===== src/design/sbdlwb_pkg.sv =====
// Shared constants, commands, address-space codes and carriers for the bus-side block
package sbdlwb_pkg;

  // System address field positions
  localparam int ADDR_W = 34;
  localparam int QUAD_HI = 33;
  localparam int QUAD_LO = 32;
  localparam int SUB_HI = 31;
  localparam int SUB_LO = 29;
  localparam int LINE_LO = 5;
  localparam int LINE_W = ADDR_W - LINE_LO;
  localparam int LOCK_HI = 32;
  localparam int LOCK_W = LOCK_HI - LINE_LO + 1;
  localparam int INV_HI = 12;
  localparam int INV_W = INV_HI - LINE_LO + 1;
  localparam int OCTA_BIT = 4;

  // Address map codes
  localparam logic [1:0] QUAD_CACHEABLE = 2'h0;
  localparam logic [1:0] QUAD_LOW_IO = 2'h1;
  localparam logic [2:0] SUB_CSR = 3'h4;

  // Tag compare window: bit 17 (smallest cache) up to bit 31
  localparam int TAG_HI = 31;
  localparam int TAG_LO = 17;
  localparam int TAG_W = TAG_HI - TAG_LO + 1;
  localparam logic [TAG_W-1:0] TAG_EN_SMALLEST = 15'h7fff;
  localparam logic [TAG_W-1:0] TAG_EN_LARGEST = 15'h7f80;

  // Write buffer entry fields
  localparam int LW_MASK_W = 8;
  localparam int BANKSET_W = 3;
  localparam int BANK_W = 2;
  localparam int WB_DEPTH_DEF = 4;

  // Register port
  localparam int REG_ADDR_W = 8;
  localparam int REG_DATA_W = 32;
  localparam logic [REG_ADDR_W-1:0] REG_TAG_ENABLE = 8'h00;
  localparam logic [REG_ADDR_W-1:0] REG_CONTROL = 8'h04;
  localparam logic [REG_ADDR_W-1:0] REG_LOCK_ADDRESS = 8'h08;
  localparam logic [REG_ADDR_W-1:0] REG_STATUS = 8'h0c;
  localparam int CTRL_BCACHE_EN = 0;
  localparam logic CTRL_BCACHE_EN_RESET = 1'h1;
  localparam int ST_LOCK = 0;
  localparam int ST_FULL = 1;
  localparam int ST_STALL = 2;
  localparam int ST_FLUSH = 3;
  localparam int ST_RD_PEND = 4;
  localparam int ST_COUNT_LO = 8;

  typedef enum logic [3:0] {
    CMD_IDLE,
    CMD_CPU_READ,
    CMD_CPU_WRITE,
    CMD_LOAD_LOCKED,
    CMD_STORE_CONDITIONAL,
    CMD_DMA_READ,
    CMD_DMA_WRITE,
    CMD_DMA_MASKED_WRITE,
    CMD_DMA_FLUSH
  } sbdlwb_cmd_e;

  typedef enum logic [1:0] {
    SPACE_CACHEABLE,
    SPACE_NONCACHEABLE,
    SPACE_CSR,
    SPACE_PCI
  } sbdlwb_space_e;

  typedef struct packed {
    sbdlwb_cmd_e cmd;
    logic [ADDR_W-1:0] addr;
    logic istream;
  } sbdlwb_req_s;

  typedef struct packed {
    logic [LINE_W-1:0] line_addr;
    logic [LW_MASK_W-1:0] lw_mask;
    logic [BANKSET_W-1:0] bankset;
    logic [BANK_W-1:0] bank;
  } sbdlwb_wbent_s;

  typedef struct packed {
    logic valid;
    logic istream;
    logic write_alloc;
    logic victim_valid;
    logic [LINE_W-1:0] line_addr;
  } sbdlwb_fill_s;

endpackage


===== src/design/sbdlwb_tagcmp.sv =====
// Masked backup-cache tag comparator with parity over the enabled bits
module sbdlwb_tagcmp (
  input wire logic [sbdlwb_pkg::TAG_W-1:0] addr_bits,
  input wire logic [sbdlwb_pkg::TAG_W-1:0] stored_tag_bits,
  input wire logic stored_parity,
  input wire logic [sbdlwb_pkg::TAG_W-1:0] tag_enable,
  output logic match,
  output logic parity_error
);

  // Bits above the cache index take part only where enabled
  always_comb begin
    match = ((addr_bits ^ stored_tag_bits) & tag_enable) == '0;
    parity_error = (^(stored_tag_bits & tag_enable)) ^ stored_parity;
  end

endmodule


===== src/design/sbdlwb_top.sv =====
// Bus-side decode, tag compare, invalidate, lock and memory write buffer
//
// Contract
// - Compare tags on load-locked, store-conditional and DMA to cacheable memory.
// - Tag enable setting picks bits used for tag compare and parity check.
// - Smallest cache compares bits 31:17; largest only 31:24.
// - Request data-cache invalidate when valid block replaced by Istream or allocate fill.
// - Invalidate on DMA write hit, and every DMA write with cache off.
// - Reads return the requested octaword first, wrapped order.
// - Quadrant 00 is cacheable memory; answer every access there.
// - Quadrant 01, sub 0XX is noncacheable memory, bypassing the cache.
// - Quadrant 01, sub 100 is own CSR space, data-stream only.
// - Quadrant 01 sub 101/11X and quadrants 10/11 belong to PCI chip.
// - Load-locked captures address bits 32:5 and sets lock bit.
// - Lock clears on reset, matching DMA write, store-conditional, I/O write, clear command.
// - Write buffer holds four writes: DMA, victims, CPU noncacheable writes.
// - Entry keeps line address, longword masks, bankset, bank, valid bit.
// - Reads compare against valid entries; without match read goes first.
// - On match, drain one line per step until no match, then read.
// - Comparison covers CPU/DMA reads, DMA masked writes, partial CPU writes.
// - Flush command empties the write buffer to memory.
// - When full, latch first data and stall the rest until a retire.
module sbdlwb_top #(
  parameter int WB_DEPTH = sbdlwb_pkg::WB_DEPTH_DEF
) (
  input wire logic CLK,
  input wire logic RSTN,
  input wire logic [sbdlwb_pkg::REG_ADDR_W-1:0] REG_ADDR,
  input wire logic [sbdlwb_pkg::REG_DATA_W-1:0] REG_WDATA,
  input wire logic REG_WR,
  input wire logic REG_RD,
  output logic [sbdlwb_pkg::REG_DATA_W-1:0] REG_RDATA,
  input wire sbdlwb_pkg::sbdlwb_req_s REQ,
  input wire logic [sbdlwb_pkg::TAG_W-1:0] STORED_TAG_BITS,
  input wire logic STORED_TAG_PARITY,
  input wire logic STORED_TAG_VALID,
  input wire logic PCI_SIDE_CLEAR_LOCK_CMD,
  input wire sbdlwb_pkg::sbdlwb_fill_s FILL,
  input wire logic WB_IN_VALID,
  input wire sbdlwb_pkg::sbdlwb_wbent_s WB_IN_ENTRY,
  input wire logic RD_REQ_VALID,
  input wire logic [sbdlwb_pkg::LINE_W-1:0] RD_REQ_LINE,
  input wire logic MEM_WR_DONE,
  output sbdlwb_pkg::sbdlwb_space_e SPACE,
  output logic OWN_RESPOND,
  output logic TAG_CHECKED,
  output logic TAG_HIT,
  output logic TAG_PARITY_ERROR,
  output logic RD_FIRST_OCTA,
  output logic SC_SUCCESS,
  output logic LOCK_FLAG,
  output logic DCACHE_INVALIDATE_REQUEST,
  output logic [sbdlwb_pkg::INV_W-1:0] CPU_INVALIDATE_INDEX,
  output logic WB_FULL,
  output logic WB_STALL,
  output logic FLUSH_BUSY,
  output logic RD_PENDING,
  output logic MEM_RD_START,
  output logic [sbdlwb_pkg::LINE_W-1:0] MEM_RD_LINE,
  output logic MEM_WR_VALID,
  output sbdlwb_pkg::sbdlwb_wbent_s MEM_WR_ENTRY
);

  localparam int PTR_W = (WB_DEPTH > 1) ? $clog2(WB_DEPTH) : 1;
  localparam int CNT_W = $clog2(WB_DEPTH + 1);
  localparam logic [CNT_W-1:0] CNT_FULL = CNT_W'(WB_DEPTH);
  localparam logic [CNT_W-1:0] CNT_ONE = CNT_W'(1);
  localparam logic [PTR_W-1:0] PTR_ONE = PTR_W'(1);
  localparam logic [PTR_W-1:0] PTR_LAST = PTR_W'(WB_DEPTH - 1);

  typedef struct packed {
    logic [sbdlwb_pkg::TAG_W-1:0] tag_enable;
    logic bcache_en;
    logic [sbdlwb_pkg::REG_DATA_W-1:0] rdata;
    sbdlwb_pkg::sbdlwb_space_e space;
    logic own_respond;
    logic tag_checked;
    logic tag_hit;
    logic tag_perr;
    logic rd_first_octa;
    logic sc_success;
    logic lock_flag;
    logic [sbdlwb_pkg::LOCK_W-1:0] lock_addr;
    logic inv_req;
    logic [sbdlwb_pkg::INV_W-1:0] inv_index;
    sbdlwb_pkg::sbdlwb_wbent_s [WB_DEPTH-1:0] ent;
    logic [WB_DEPTH-1:0] vld;
    logic [PTR_W-1:0] wr_ptr;
    logic [PTR_W-1:0] rd_ptr;
    logic [CNT_W-1:0] count;
    logic full;
    logic hold_valid;
    sbdlwb_pkg::sbdlwb_wbent_s hold_ent;
    logic flush_busy;
    logic rd_pending;
    logic [sbdlwb_pkg::LINE_W-1:0] rd_line;
    logic mem_rd_start;
    logic [sbdlwb_pkg::LINE_W-1:0] mem_rd_line;
    logic mem_wr_valid;
    sbdlwb_pkg::sbdlwb_wbent_s mem_wr_entry;
  } sbdlwb_state_s;

  sbdlwb_state_s st_reg;
  sbdlwb_state_s st_next;
  logic tag_match;
  logic tag_perr;
  logic [WB_DEPTH-1:0] rd_match;

  sbdlwb_tagcmp u_tagcmp (
    .addr_bits(REQ.addr[sbdlwb_pkg::TAG_HI:sbdlwb_pkg::TAG_LO]),
    .stored_tag_bits(STORED_TAG_BITS),
    .stored_parity(STORED_TAG_PARITY),
    .tag_enable(st_reg.tag_enable),
    .match(tag_match),
    .parity_error(tag_perr)
  );

  // Pending read line against every valid buffered line
  for (genvar i = 0; i < WB_DEPTH; i++) begin : g_match
    assign rd_match[i] = st_reg.vld[i] && (st_reg.ent[i].line_addr == st_reg.rd_line);
  end

  function automatic logic [PTR_W-1:0] ptr_inc(input logic [PTR_W-1:0] p);
    ptr_inc = (p == PTR_LAST) ? '0 : p + PTR_ONE;
  endfunction

  always_comb begin
    logic [1:0] quad;
    logic [2:0] sub;
    logic is_read;
    logic is_dma_wr;
    logic is_cpu_io_wr;
    logic probe;
    logic retire;
    logic push;
    logic any_match;
    sbdlwb_pkg::sbdlwb_wbent_s push_ent;
    quad = REQ.addr[sbdlwb_pkg::QUAD_HI:sbdlwb_pkg::QUAD_LO];
    sub = REQ.addr[sbdlwb_pkg::SUB_HI:sbdlwb_pkg::SUB_LO];
    is_read = 1'b0;
    is_dma_wr = 1'b0;
    is_cpu_io_wr = 1'b0;
    probe = 1'b0;
    retire = 1'b0;
    push = 1'b0;
    any_match = |rd_match;
    push_ent = WB_IN_ENTRY;
    st_next = st_reg;
    st_next.tag_checked = 1'b0;
    st_next.sc_success = 1'b0;
    st_next.inv_req = 1'b0;
    st_next.mem_rd_start = 1'b0;
    st_next.rdata = '0;

    // Register port
    if (REG_WR) begin
      case (REG_ADDR)
        sbdlwb_pkg::REG_TAG_ENABLE: begin
          st_next.tag_enable = REG_WDATA[sbdlwb_pkg::TAG_W-1:0];
        end
        sbdlwb_pkg::REG_CONTROL: begin
          st_next.bcache_en = REG_WDATA[sbdlwb_pkg::CTRL_BCACHE_EN];
        end
        default: begin
        end
      endcase
    end
    if (REG_RD) begin
      case (REG_ADDR)
        sbdlwb_pkg::REG_TAG_ENABLE: begin
          st_next.rdata[sbdlwb_pkg::TAG_W-1:0] = st_reg.tag_enable;
        end
        sbdlwb_pkg::REG_CONTROL: begin
          st_next.rdata[sbdlwb_pkg::CTRL_BCACHE_EN] = st_reg.bcache_en;
        end
        sbdlwb_pkg::REG_LOCK_ADDRESS: begin
          st_next.rdata[sbdlwb_pkg::LOCK_W-1:0] = st_reg.lock_addr;
        end
        sbdlwb_pkg::REG_STATUS: begin
          st_next.rdata[sbdlwb_pkg::ST_LOCK] = st_reg.lock_flag;
          st_next.rdata[sbdlwb_pkg::ST_FULL] = (st_reg.count == CNT_FULL);
          st_next.rdata[sbdlwb_pkg::ST_STALL] = st_reg.hold_valid;
          st_next.rdata[sbdlwb_pkg::ST_FLUSH] = st_reg.flush_busy;
          st_next.rdata[sbdlwb_pkg::ST_RD_PEND] = st_reg.rd_pending;
          st_next.rdata[sbdlwb_pkg::ST_COUNT_LO +: CNT_W] = st_reg.count;
        end
        default: begin
        end
      endcase
    end

    // Address map; the PCI chip answers the reserved ranges itself
    if (quad == sbdlwb_pkg::QUAD_CACHEABLE) begin
      st_next.space = sbdlwb_pkg::SPACE_CACHEABLE;
    end else if (quad == sbdlwb_pkg::QUAD_LOW_IO && !sub[2]) begin
      st_next.space = sbdlwb_pkg::SPACE_NONCACHEABLE;
    end else if (quad == sbdlwb_pkg::QUAD_LOW_IO && sub == sbdlwb_pkg::SUB_CSR) begin
      st_next.space = sbdlwb_pkg::SPACE_CSR;
    end else begin
      st_next.space = sbdlwb_pkg::SPACE_PCI;
    end
    // CSR space takes data-stream accesses only
    st_next.own_respond = (REQ.cmd != sbdlwb_pkg::CMD_IDLE) &&
                          (st_next.space != sbdlwb_pkg::SPACE_PCI) &&
                          !(st_next.space == sbdlwb_pkg::SPACE_CSR && REQ.istream);

    // Command classes; only a CPU write to CSR or PCI space counts as an I/O write
    case (REQ.cmd)
      sbdlwb_pkg::CMD_CPU_READ,
      sbdlwb_pkg::CMD_LOAD_LOCKED,
      sbdlwb_pkg::CMD_DMA_READ: begin
        is_read = 1'b1;
      end
      sbdlwb_pkg::CMD_DMA_WRITE,
      sbdlwb_pkg::CMD_DMA_MASKED_WRITE: begin
        is_dma_wr = 1'b1;
      end
      sbdlwb_pkg::CMD_CPU_WRITE: begin
        is_cpu_io_wr = (st_next.space == sbdlwb_pkg::SPACE_CSR) ||
                       (st_next.space == sbdlwb_pkg::SPACE_PCI);
      end
      default: begin
      end
    endcase

    // Wrapped order: the addressed octaword goes out first
    if (is_read) begin
      st_next.rd_first_octa = REQ.addr[sbdlwb_pkg::OCTA_BIT];
    end

    // Tag probe
    probe = (REQ.cmd == sbdlwb_pkg::CMD_LOAD_LOCKED) ||
            (REQ.cmd == sbdlwb_pkg::CMD_STORE_CONDITIONAL) ||
            ((REQ.cmd == sbdlwb_pkg::CMD_DMA_READ || is_dma_wr) &&
             st_next.space == sbdlwb_pkg::SPACE_CACHEABLE);
    if (probe) begin
      st_next.tag_checked = 1'b1;
      st_next.tag_hit = tag_match && STORED_TAG_VALID && st_reg.bcache_en;
      st_next.tag_perr = tag_perr && STORED_TAG_VALID;
    end

    // Data-cache invalidate; a DMA write outranks a fill in the same cycle
    if (FILL.valid && FILL.victim_valid && (FILL.istream || FILL.write_alloc)) begin
      st_next.inv_req = 1'b1;
      st_next.inv_index = FILL.line_addr[sbdlwb_pkg::INV_W-1:0];
    end
    if (is_dma_wr && (!st_reg.bcache_en || (probe && st_next.tag_hit))) begin
      st_next.inv_req = 1'b1;
      st_next.inv_index = REQ.addr[sbdlwb_pkg::INV_HI:sbdlwb_pkg::LINE_LO];
    end

    // Lock bit: clears first so that a load-locked in the same cycle wins
    if (REQ.cmd == sbdlwb_pkg::CMD_STORE_CONDITIONAL) begin
      st_next.sc_success = st_reg.lock_flag;
      st_next.lock_flag = 1'b0;
    end
    if ((is_dma_wr && REQ.addr[sbdlwb_pkg::LOCK_HI:sbdlwb_pkg::LINE_LO] == st_reg.lock_addr) ||
        is_cpu_io_wr || PCI_SIDE_CLEAR_LOCK_CMD) begin
      st_next.lock_flag = 1'b0;
    end
    if (REQ.cmd == sbdlwb_pkg::CMD_LOAD_LOCKED) begin
      st_next.lock_addr = REQ.addr[sbdlwb_pkg::LOCK_HI:sbdlwb_pkg::LINE_LO];
      st_next.lock_flag = 1'b1;
    end

    // Retire the head entry, oldest first
    retire = st_reg.mem_wr_valid && MEM_WR_DONE;
    if (retire) begin
      st_next.vld[st_reg.rd_ptr] = 1'b0;
      st_next.rd_ptr = ptr_inc(st_reg.rd_ptr);
    end

    // Accept a write; when full the first data waits in the latch
    if (st_reg.hold_valid) begin
      push = (st_reg.count != CNT_FULL) || retire;
      push_ent = st_reg.hold_ent;
      st_next.hold_valid = !push;
    end else if (WB_IN_VALID) begin
      if ((st_reg.count != CNT_FULL) || retire) begin
        push = 1'b1;
      end else begin
        st_next.hold_valid = 1'b1;
        st_next.hold_ent = WB_IN_ENTRY;
      end
    end
    if (push) begin
      st_next.ent[st_reg.wr_ptr] = push_ent;
      st_next.vld[st_reg.wr_ptr] = 1'b1;
      st_next.wr_ptr = ptr_inc(st_reg.wr_ptr);
    end
    st_next.count = st_reg.count + (push ? CNT_ONE : '0) - (retire ? CNT_ONE : '0);
    st_next.full = (st_next.count == CNT_FULL);

    // Flush runs until buffer and latch are both empty
    if (REQ.cmd == sbdlwb_pkg::CMD_DMA_FLUSH) begin
      st_next.flush_busy = 1'b1;
    end else if (st_reg.flush_busy && st_next.count == '0 && !st_next.hold_valid) begin
      st_next.flush_busy = 1'b0;
    end

    // Read bypass: a matching read waits while lines drain one by one
    if (st_reg.rd_pending && !any_match) begin
      st_next.rd_pending = 1'b0;
      st_next.mem_rd_start = 1'b1;
      st_next.mem_rd_line = st_reg.rd_line;
    end
    if (!st_reg.rd_pending && RD_REQ_VALID) begin
      st_next.rd_pending = 1'b1;
      st_next.rd_line = RD_REQ_LINE;
    end

    // Writes go out unless an unmatched read is about to overtake them
    st_next.mem_wr_valid = (st_next.count != '0) &&
                           !(st_reg.rd_pending && !any_match);
    st_next.mem_wr_entry = st_next.ent[st_next.rd_ptr];
  end

  always_ff @(posedge CLK or negedge RSTN) begin
    if (!RSTN) begin
      st_reg <= '0;
      st_reg.tag_enable <= sbdlwb_pkg::TAG_EN_SMALLEST;
      st_reg.bcache_en <= sbdlwb_pkg::CTRL_BCACHE_EN_RESET;
      st_reg.space <= sbdlwb_pkg::SPACE_CACHEABLE;
      st_reg.lock_flag <= 1'b0;
    end else begin
      st_reg <= st_next;
    end
  end

  always_comb begin
    REG_RDATA = st_reg.rdata;
    SPACE = st_reg.space;
    OWN_RESPOND = st_reg.own_respond;
    TAG_CHECKED = st_reg.tag_checked;
    TAG_HIT = st_reg.tag_hit;
    TAG_PARITY_ERROR = st_reg.tag_perr;
    RD_FIRST_OCTA = st_reg.rd_first_octa;
    SC_SUCCESS = st_reg.sc_success;
    LOCK_FLAG = st_reg.lock_flag;
    DCACHE_INVALIDATE_REQUEST = st_reg.inv_req;
    CPU_INVALIDATE_INDEX = st_reg.inv_index;
    WB_FULL = st_reg.full;
    WB_STALL = st_reg.hold_valid;
    FLUSH_BUSY = st_reg.flush_busy;
    RD_PENDING = st_reg.rd_pending;
    MEM_RD_START = st_reg.mem_rd_start;
    MEM_RD_LINE = st_reg.mem_rd_line;
    MEM_WR_VALID = st_reg.mem_wr_valid;
    MEM_WR_ENTRY = st_reg.mem_wr_entry;
  end

endmodule


===== config.mk =====
export PLATFORM = sky130hd
export DESIGN_NAME = sbdlwb_top
export DESIGN_NICKNAME = d
export VERILOG_FILES = /design/src/design/sbdlwb_pkg.sv /design/src/design/sbdlwb_tagcmp.sv /design/src/design/sbdlwb_top.sv
export SDC_FILE = /design/constraint.sdc
export NUM_CORES = 1
export LEC_CHECK = 0
export ABC_AREA = 0
export ABC_CLOCK_PERIOD_IN_PS = 3400
export BUFFER_PORTS_ARGS = -buffer_cell sky130_fd_sc_hd__buf_2
export CELL_PAD_IN_SITES_DETAIL_PLACEMENT = 0
export CELL_PAD_IN_SITES_GLOBAL_PLACEMENT = 1
export CORE_MARGIN = 2
export CORE_UTILIZATION = 46
export DETAILED_ROUTE_END_ITERATION = 6
export GPL_TIMING_DRIVEN = 1
export PLACE_DENSITY_LB_ADDON = 0.2
export RECOVER_POWER = 100
export SYNTH_ARGS = -nofsm -noshare
export SYNTH_HDL_FRONTEND = slang
export SYNTH_SLANG_ARGS = --single-unit

===== constraint.sdc =====
create_clock -name CLK -period 3.4 [get_ports CLK]
set_input_delay 0.51 -clock CLK [delete_from_list [all_inputs] [get_ports CLK]]
set_output_delay 0.51 -clock CLK [all_outputs]
set_load 0.005 [all_outputs]

==> flow_summary.yaml, run 1 <==
status:
  status: "finished, violations left"
  violations: "capacitance limit, slew limit"
clocking:
  tritoncts: "yes"
  clock-sinks: 417
  ctsRootBufferMaster: "clkbuf_16"
  cts.htree.levels: 2
  ctsLongestPathBuffers: 3
  cts_hold_buf: 1
  postCtsSetupRepairBufs: 0
  clkTransAtPathRegs_ns: 0.06
  ctsResizeCount: 0
  cts_buffers: 47
  clk_latency_ns: 0.58
timing:
  period_needed_ns: 3.057
  finalCritPeriodShare_pct: 89.90
  max_slew_margin_pct: -22.85
  rsz0062_at_grt: "no"
  maxSlewViolCount: 361
  finalHoldViolations: 0
  worst-slew-pin-transition_ns: 1.834
  setup_viol: 0
  finalClockSkew_ns: 0.01662
  max_freq_mhz: 327.2
  tns_ns: 0
detailed_routing:
  finalWirelength_um: 52400
  via_per_inst: 5.028
  drt_iter0_drc: 679
  route.detailed.drc: 0
  drt_pass1_iterations: 5
  routedWlPerCell_um: 20.84
  ant_nets: 0
  num_vias: 12645
die:
  rows: 78
  die-area_um2: 47100
  fp.dieW_um: 217.0
  floorplan.initialDensity_pct: 46.30
  io_pins: 335
  die_h_um: 217.0
  coreArea_um2: 45090
pwr:
  powerDensity_nw_per_um2: 971.4
  design_power_total_mw: 22.81
  irDropWorstVdd_mv: 0.6122
  leakage_nw: 12.25
cells_and_area:
  area_delta_synth_final_pct: 12.45
  final_nets: 2097
  layoutNonFillerInstCount: 2515
  drive_gt1_share_pct: 28.28
  fillCellCount: 4073
  largest_register_ffs: 294
logic_synthesis:
  synth_edf_count: 0
  synth_top_area_share_pct: 48.07
  synth.distinct_cells: 59
  synth-seq-area-share_pct: 50.08
  synth_cells: 1699
  ys_top_cells_by_count: "dfrtp_1, mux2i_1, mux2_2"
  synth-seq-cells: 417
  synth_top_cell_by_area: "dfrtp_1"
  async_flop_share_pct: 100.0
  synthFlopType: "dfrtp_1"
  yosysMostFrequentCell: "dfrtp_1"
  synth_area_um2: 20880
  ys_warn_count: 0
  syn_avg_cell_area_um2: 12.29
  synth_area_leaders: "dfrtp_1, mux2i_1, mux2_2"
global_route:
  grt_pass1_vias: 13356
  grtUsageTotal_pct: 22.67
  grt_max_degree: 93
  grt_first_pass_wirelength_um: 80820
  overflow: 0
  antenna_found_initial: 2
setup_path:
  worstPathRequired_ns: 3.85
  cp_max_fo: 17
  critPathArrivalTime_ns: 3.51
  critPathKind: "reg2reg"
  rr_startpoint: "st_reg[74]"
  crit_slowest_cell: "nor4_1"
  crit_path_cell_trace: "xor2_1, nor4_1, nand4_1, or4_1, nand4_2, buf_12, mux2_1"
  crit_path_start: "st_reg[74]"
  start_kind: "flip-flop"
  cp-end-kind: "flip-flop"
  cpPeakStageDelay_ns: 0.57
run:
  maxCapViolCount: 10
placement:
  gp_congestion: 0.8420
  io_buffers: 288
  dpl.hpwl_um: 37430
  dpl.cell_count: 2429
min_path:
  hp-class: "in2reg"
  hold_path.startpoint: "RD_REQ_VALID"
[through the flow]
| stage | setup WS [ns] | cell area, um2 | hold WS [ns] | utilization, % |
|---|---|---|---|---|
| 2_1_floorplan | 0.9953 | 20890 | 0.2144 | - |
| 3_3_place_gp | 0.5458 | 22250 | 0.4610 | 49.35 |
| 3_5_place_dp | 0.5195 | 22250 | 0.4685 | 49.35 |
| 4_1_cts | 0.5160 | 23810 | 0.1224 | 52.81 |
| 5_1_grt | 0.1549 | 23470 | 0.1481 | 52.06 |
| 6_report | 0.3434 | 23480 | 0.1580 | 52.07 |
[routing by layer]
metal / up-vias / wire (um) / GRT usage [%] / part of all wire, %
li1: 5893 / - / - / -
met3: 63 / 2424 / 4.053 / 4.6
met2: 255 / 23510 / 34.61 / 45
met1: 6434 / 25470 / 33.19 / 49
met4: 0 / 991 / 6.233 / 1.9
met5: - / 0 / 0 / 0
[cell type report]
type	instances	area [um2]	share of cell area, %
timing repair buffer	327	1742	7.419
clock buffer	75	1454	6.193
antenna	2	5.005	0.02132
tap	600	750.7	3.198
inverter	185	694.4	2.958
clock inverter	8	93.84	0.3997
multi-input combinational	901	8280	35.27
sequential	417	10460	44.54
[critical path, delay by kind of cell, from the launching register on]
| kind | cells | cell delay (ns) |
|---|---|---|
| simple gates | 4 | 1.68 |
| flops | 1 | 0.47 |
| mux | 1 | 0.34 |
| buf+inv | 1 | 0.23 |
| xor+xnor | 1 | 0.19 |
[power breakdown]
part | total [mW] | leakage, nW | switching (mW) | internal (mW)
Clock | 5.08 | 0.765 | 2.02 | 3.06
Combinational | 9.04 | 6.47 | 4.77 | 4.27
Sequential | 8.68 | 5.02 | 1.57 | 7.12
[layout by cell type (no fill, tap or decap), drive strengths merged, types with 3 or more instances in the layout]
cell type / count
or4: 3
nor2: 26
and2: 14
xnor2: 63
dfstp: 16
dfrtp: 401
conb: 4
a21o: 4
nand2: 46
xor2: 109
clkinv: 5
nor3: 5
o21ai: 8
a22oi: 7
dlymetal6s4s: 4
clkbuf: 153
nor2b: 4
a21oi: 5
mux2i: 267
a31oi: 7
ha: 9
inv: 186
mux2: 243
buf: 244
nor4: 27
nand3: 4
nand4: 21
[path summary, 6_finish.rpt]
check,to,cells past startpoint,slack (ns)
worst max-delay path,MEM_RD_LINE[20],7,0.34
max in group asynchronous,WB_STALL,3,0.62
min in group asynchronous,REG_RDATA[16],2,0.54
worst min-delay path,RD_PENDING,2,0.16
worst max register to register,MEM_RD_LINE[20],7,0.34
worst min register to register,st_reg[156],2,0.48
[cell families (layout without fill, tap and decap cells)]
group | count (synthesis) | count (layout) | share of synthesized area, %
flops | 417 | 417 | 50.08
simple gates | 160 | 160 | 4.261
other cells | 1 | 6 | 0.01796
xor+xnor | 172 | 172 | 7.216
buf+inv | 384 | 595 | 9.835
fa+ha+maj | 10 | 10 | 0.6353
compound gates | 44 | 44 | 1.450
mux | 511 | 511 | 26.50
No activity file was read; power rests on OpenSTA's default activity.
==> run 2: changes to the inputs <==
CORE_UTILIZATION = 31   (was 46)
==> run 2 against run 1 <==
Effect of this change:
- the run still ends with capacitance limit, slew limit left
- combinational power grew 2.5%
- total power grew 3.7%
- setup slack lost 0.11 ns
- first-iteration DRC count grew 8.1%
- critical path type unchanged
==> flow_summary.yaml, run 2 (synthesized netlist as in run 1, its figures left out) <==
cells_and_area:
  layoutNonFillerInstCount: 2794
  largest_register_ffs: 294
  regArea_um2: 10460
  final_cell_mix: "dfrtp_1, mux2i_1, buf_2, mux2_2, inv_1"
  drive_gt1_share_pct: 29.11
  final_nets: 2098
  design_area_um2: 24060
  multi_input_area_um2: 8298
  fillCellCount: 6730
  area_delta_synth_final_pct: 15.26
  final_common_cell: "dfrtp_1"
placement:
  gp_congestion: 0.8553
  dpl.hpwl_um: 42420
  io_buffers: 288
  placed_area_um2: 22550
  dpl.cell_count: 2700
setup_path:
  worstPathRequired_ns: 3.87
  critPathArrivalTime_ns: 3.63
  critPathKind: "reg2reg"
  cp-end-kind: "flip-flop"
  reg2reg_to: "MEM_RD_LINE[8]"
  cp_max_fo: 15
  r2r_cells: 7
  r2r_setup_slack_ns: 0.23
  start_kind: "flip-flop"
  rr_startpoint: "st_reg[83]"
pwr:
  irDropWorstVdd_mv: 0.5502
  p_sw_mw: 8.735
  p_sw_share_pct: 36.94
  clock_power_share_pct: 24.2
  p_seq_share_pct: 36.6
  combPwrFrac_pct: 39.2
  powerDensity_nw_per_um2: 982.8
  p_int_mw: 14.91
  leakage_nw: 12.31
timing:
  max_freq_mhz: 315.7
  period_needed_ns: 3.168
  setup_viol: 0
  finalHoldViolations: 0
  finalCritPeriodShare_pct: 93.18
  finalClockSkew_ns: 0.01867
  max_slew_margin_pct: -51.74
  rsz0062_at_grt: "no"
  tns_ns: 0
  worst-slew-pin-transition_ns: 2.276
  maxSlewViolCount: 182
min_path:
  hold_path_depth: 2
  hold_path.startpoint: "RD_REQ_LINE[13]"
  hp-class: "in2reg"
  holdPathEnd: "st_reg[86]"
die:
  rows: 95
  fp.dieW_um: 263.5
  floorplan.initialDensity_pct: 31.20
  coreArea_um2: 66920
  io_pins: 335
  die-area_um2: 69430
  die_h_um: 263.5
detailed_routing:
  finalWirelength_um: 59390
  ant_nets: 0
  drt_pass1_iterations: 4
  via_per_inst: 4.551
  num_vias: 12716
  drt_iter0_drc: 734
  routedWlPerCell_um: 21.26
  route.detailed.drc: 0
global_route:
  grt_max_degree: 94
  grtUsageTotal_pct: 17.21
  grt_pass1_vias: 13807
  grt_first_pass_wirelength_um: 90000
  overflow: 0
  antenna_found_initial: 6
run:
  maxCapViolCount: 5
clocking:
  tritoncts: "yes"
  postCtsSetupRepairBufs: 0
  ctsResizeCount: 0
  clock-sinks: 417
  clkTransAtPathRegs_ns: 0.06
  ctsLongestPathBuffers: 3
  clk_latency_ns: 0.59
  ctsRootBufferMaster: "clkbuf_16"
  cts_buffers: 50
  cts.htree.levels: 2
status:
  violations: "capacitance limit, slew limit"
  status: "finished, violations left"
[run 2: metal layers]
layer / track usage (%) / part of all wire [%] / up-vias
met4: 3.676 / 1.6 / 6
met5: 0 / 0.062 / -
met1: 23.78 / 47 / 6498
met3: 3.255 / 4.3 / 70
met2: 28.03 / 47 / 215
li1: - / - / 5927
[run 2: what timing repair did]
item / 4_1_cts / 5_1_grt
setup endpoints to repair: 0 / 0
endpoints found under the hold margin: 66 / 0
hold buffers: 1 / 0
[run 2: how the worst max path moves through the flow]
stage | start | to | slack (ns) | cells past startpoint
after global routing | st_reg[83] | MEM_RD_LINE[4] | 0.16 | 7
after CTS | st_reg[83] | MEM_RD_LINE[4] | 0.38 | 7
final | st_reg[83] | MEM_RD_LINE[8] | 0.23 | 7
after detailed placement | st_reg[83] | MEM_RD_LINE[15] | 0.39 | 7
after global placement | st_reg[83] | MEM_RD_LINE[1] | 0.44 | 7
after floorplan | WB_STALL | FLUSH_BUSY | 1.0 | 10
[run 2: layout make-up]
type / instances / area share (%)
Sequential cell: 417 / 43.46
Multi-Input combinational cell: 901 / 34.49
Timing Repair Buffer: 325 / 7.280
Clock buffer: 75 / 6.438
Tap cell: 873 / 4.540
Inverter: 185 / 2.886
Clock inverter: 17 / 0.9048
Antenna cell: 1 / 0.01040
[run 2: critical path, cell delays in order (launching register included)]
cell and delay (ns):
dfrtp_1 0.51, xor2_1 0.23, nor4_1 0.67, nand3_1 0.14, or4_1 0.55, nand4_2 0.37, buf_12 0.23, mux2_1 0.34
[run 2: metrics by stage]
stage | util [%] | setup WS (ns) | total power [mW] | hold WS [ns]
2_1_floorplan | - | 0.9953 | 15.66 | 0.2144
3_3_place_gp | 33.70 | 0.4359 | 18.36 | 0.4605
3_5_place_dp | 33.70 | 0.3943 | 18.52 | 0.4682
4_1_cts | 36.36 | 0.3769 | 24.44 | 0.1098
5_1_grt | 35.96 | 0.1616 | 25.24 | 0.1323
6_report | 35.96 | 0.2320 | 23.65 | 0.1466
[run 2: power by group through the flow]
stage               Combinational, mW  Sequential, mW  Clock (mW)
CTS                              9.84            8.69        5.92
global route                     10.2            8.92        6.11
global placement                 9.67            8.69           0
finish                           9.27            8.65        5.73
detailed placement               9.77            8.75           0
floorplan                        7.66            8.00           0
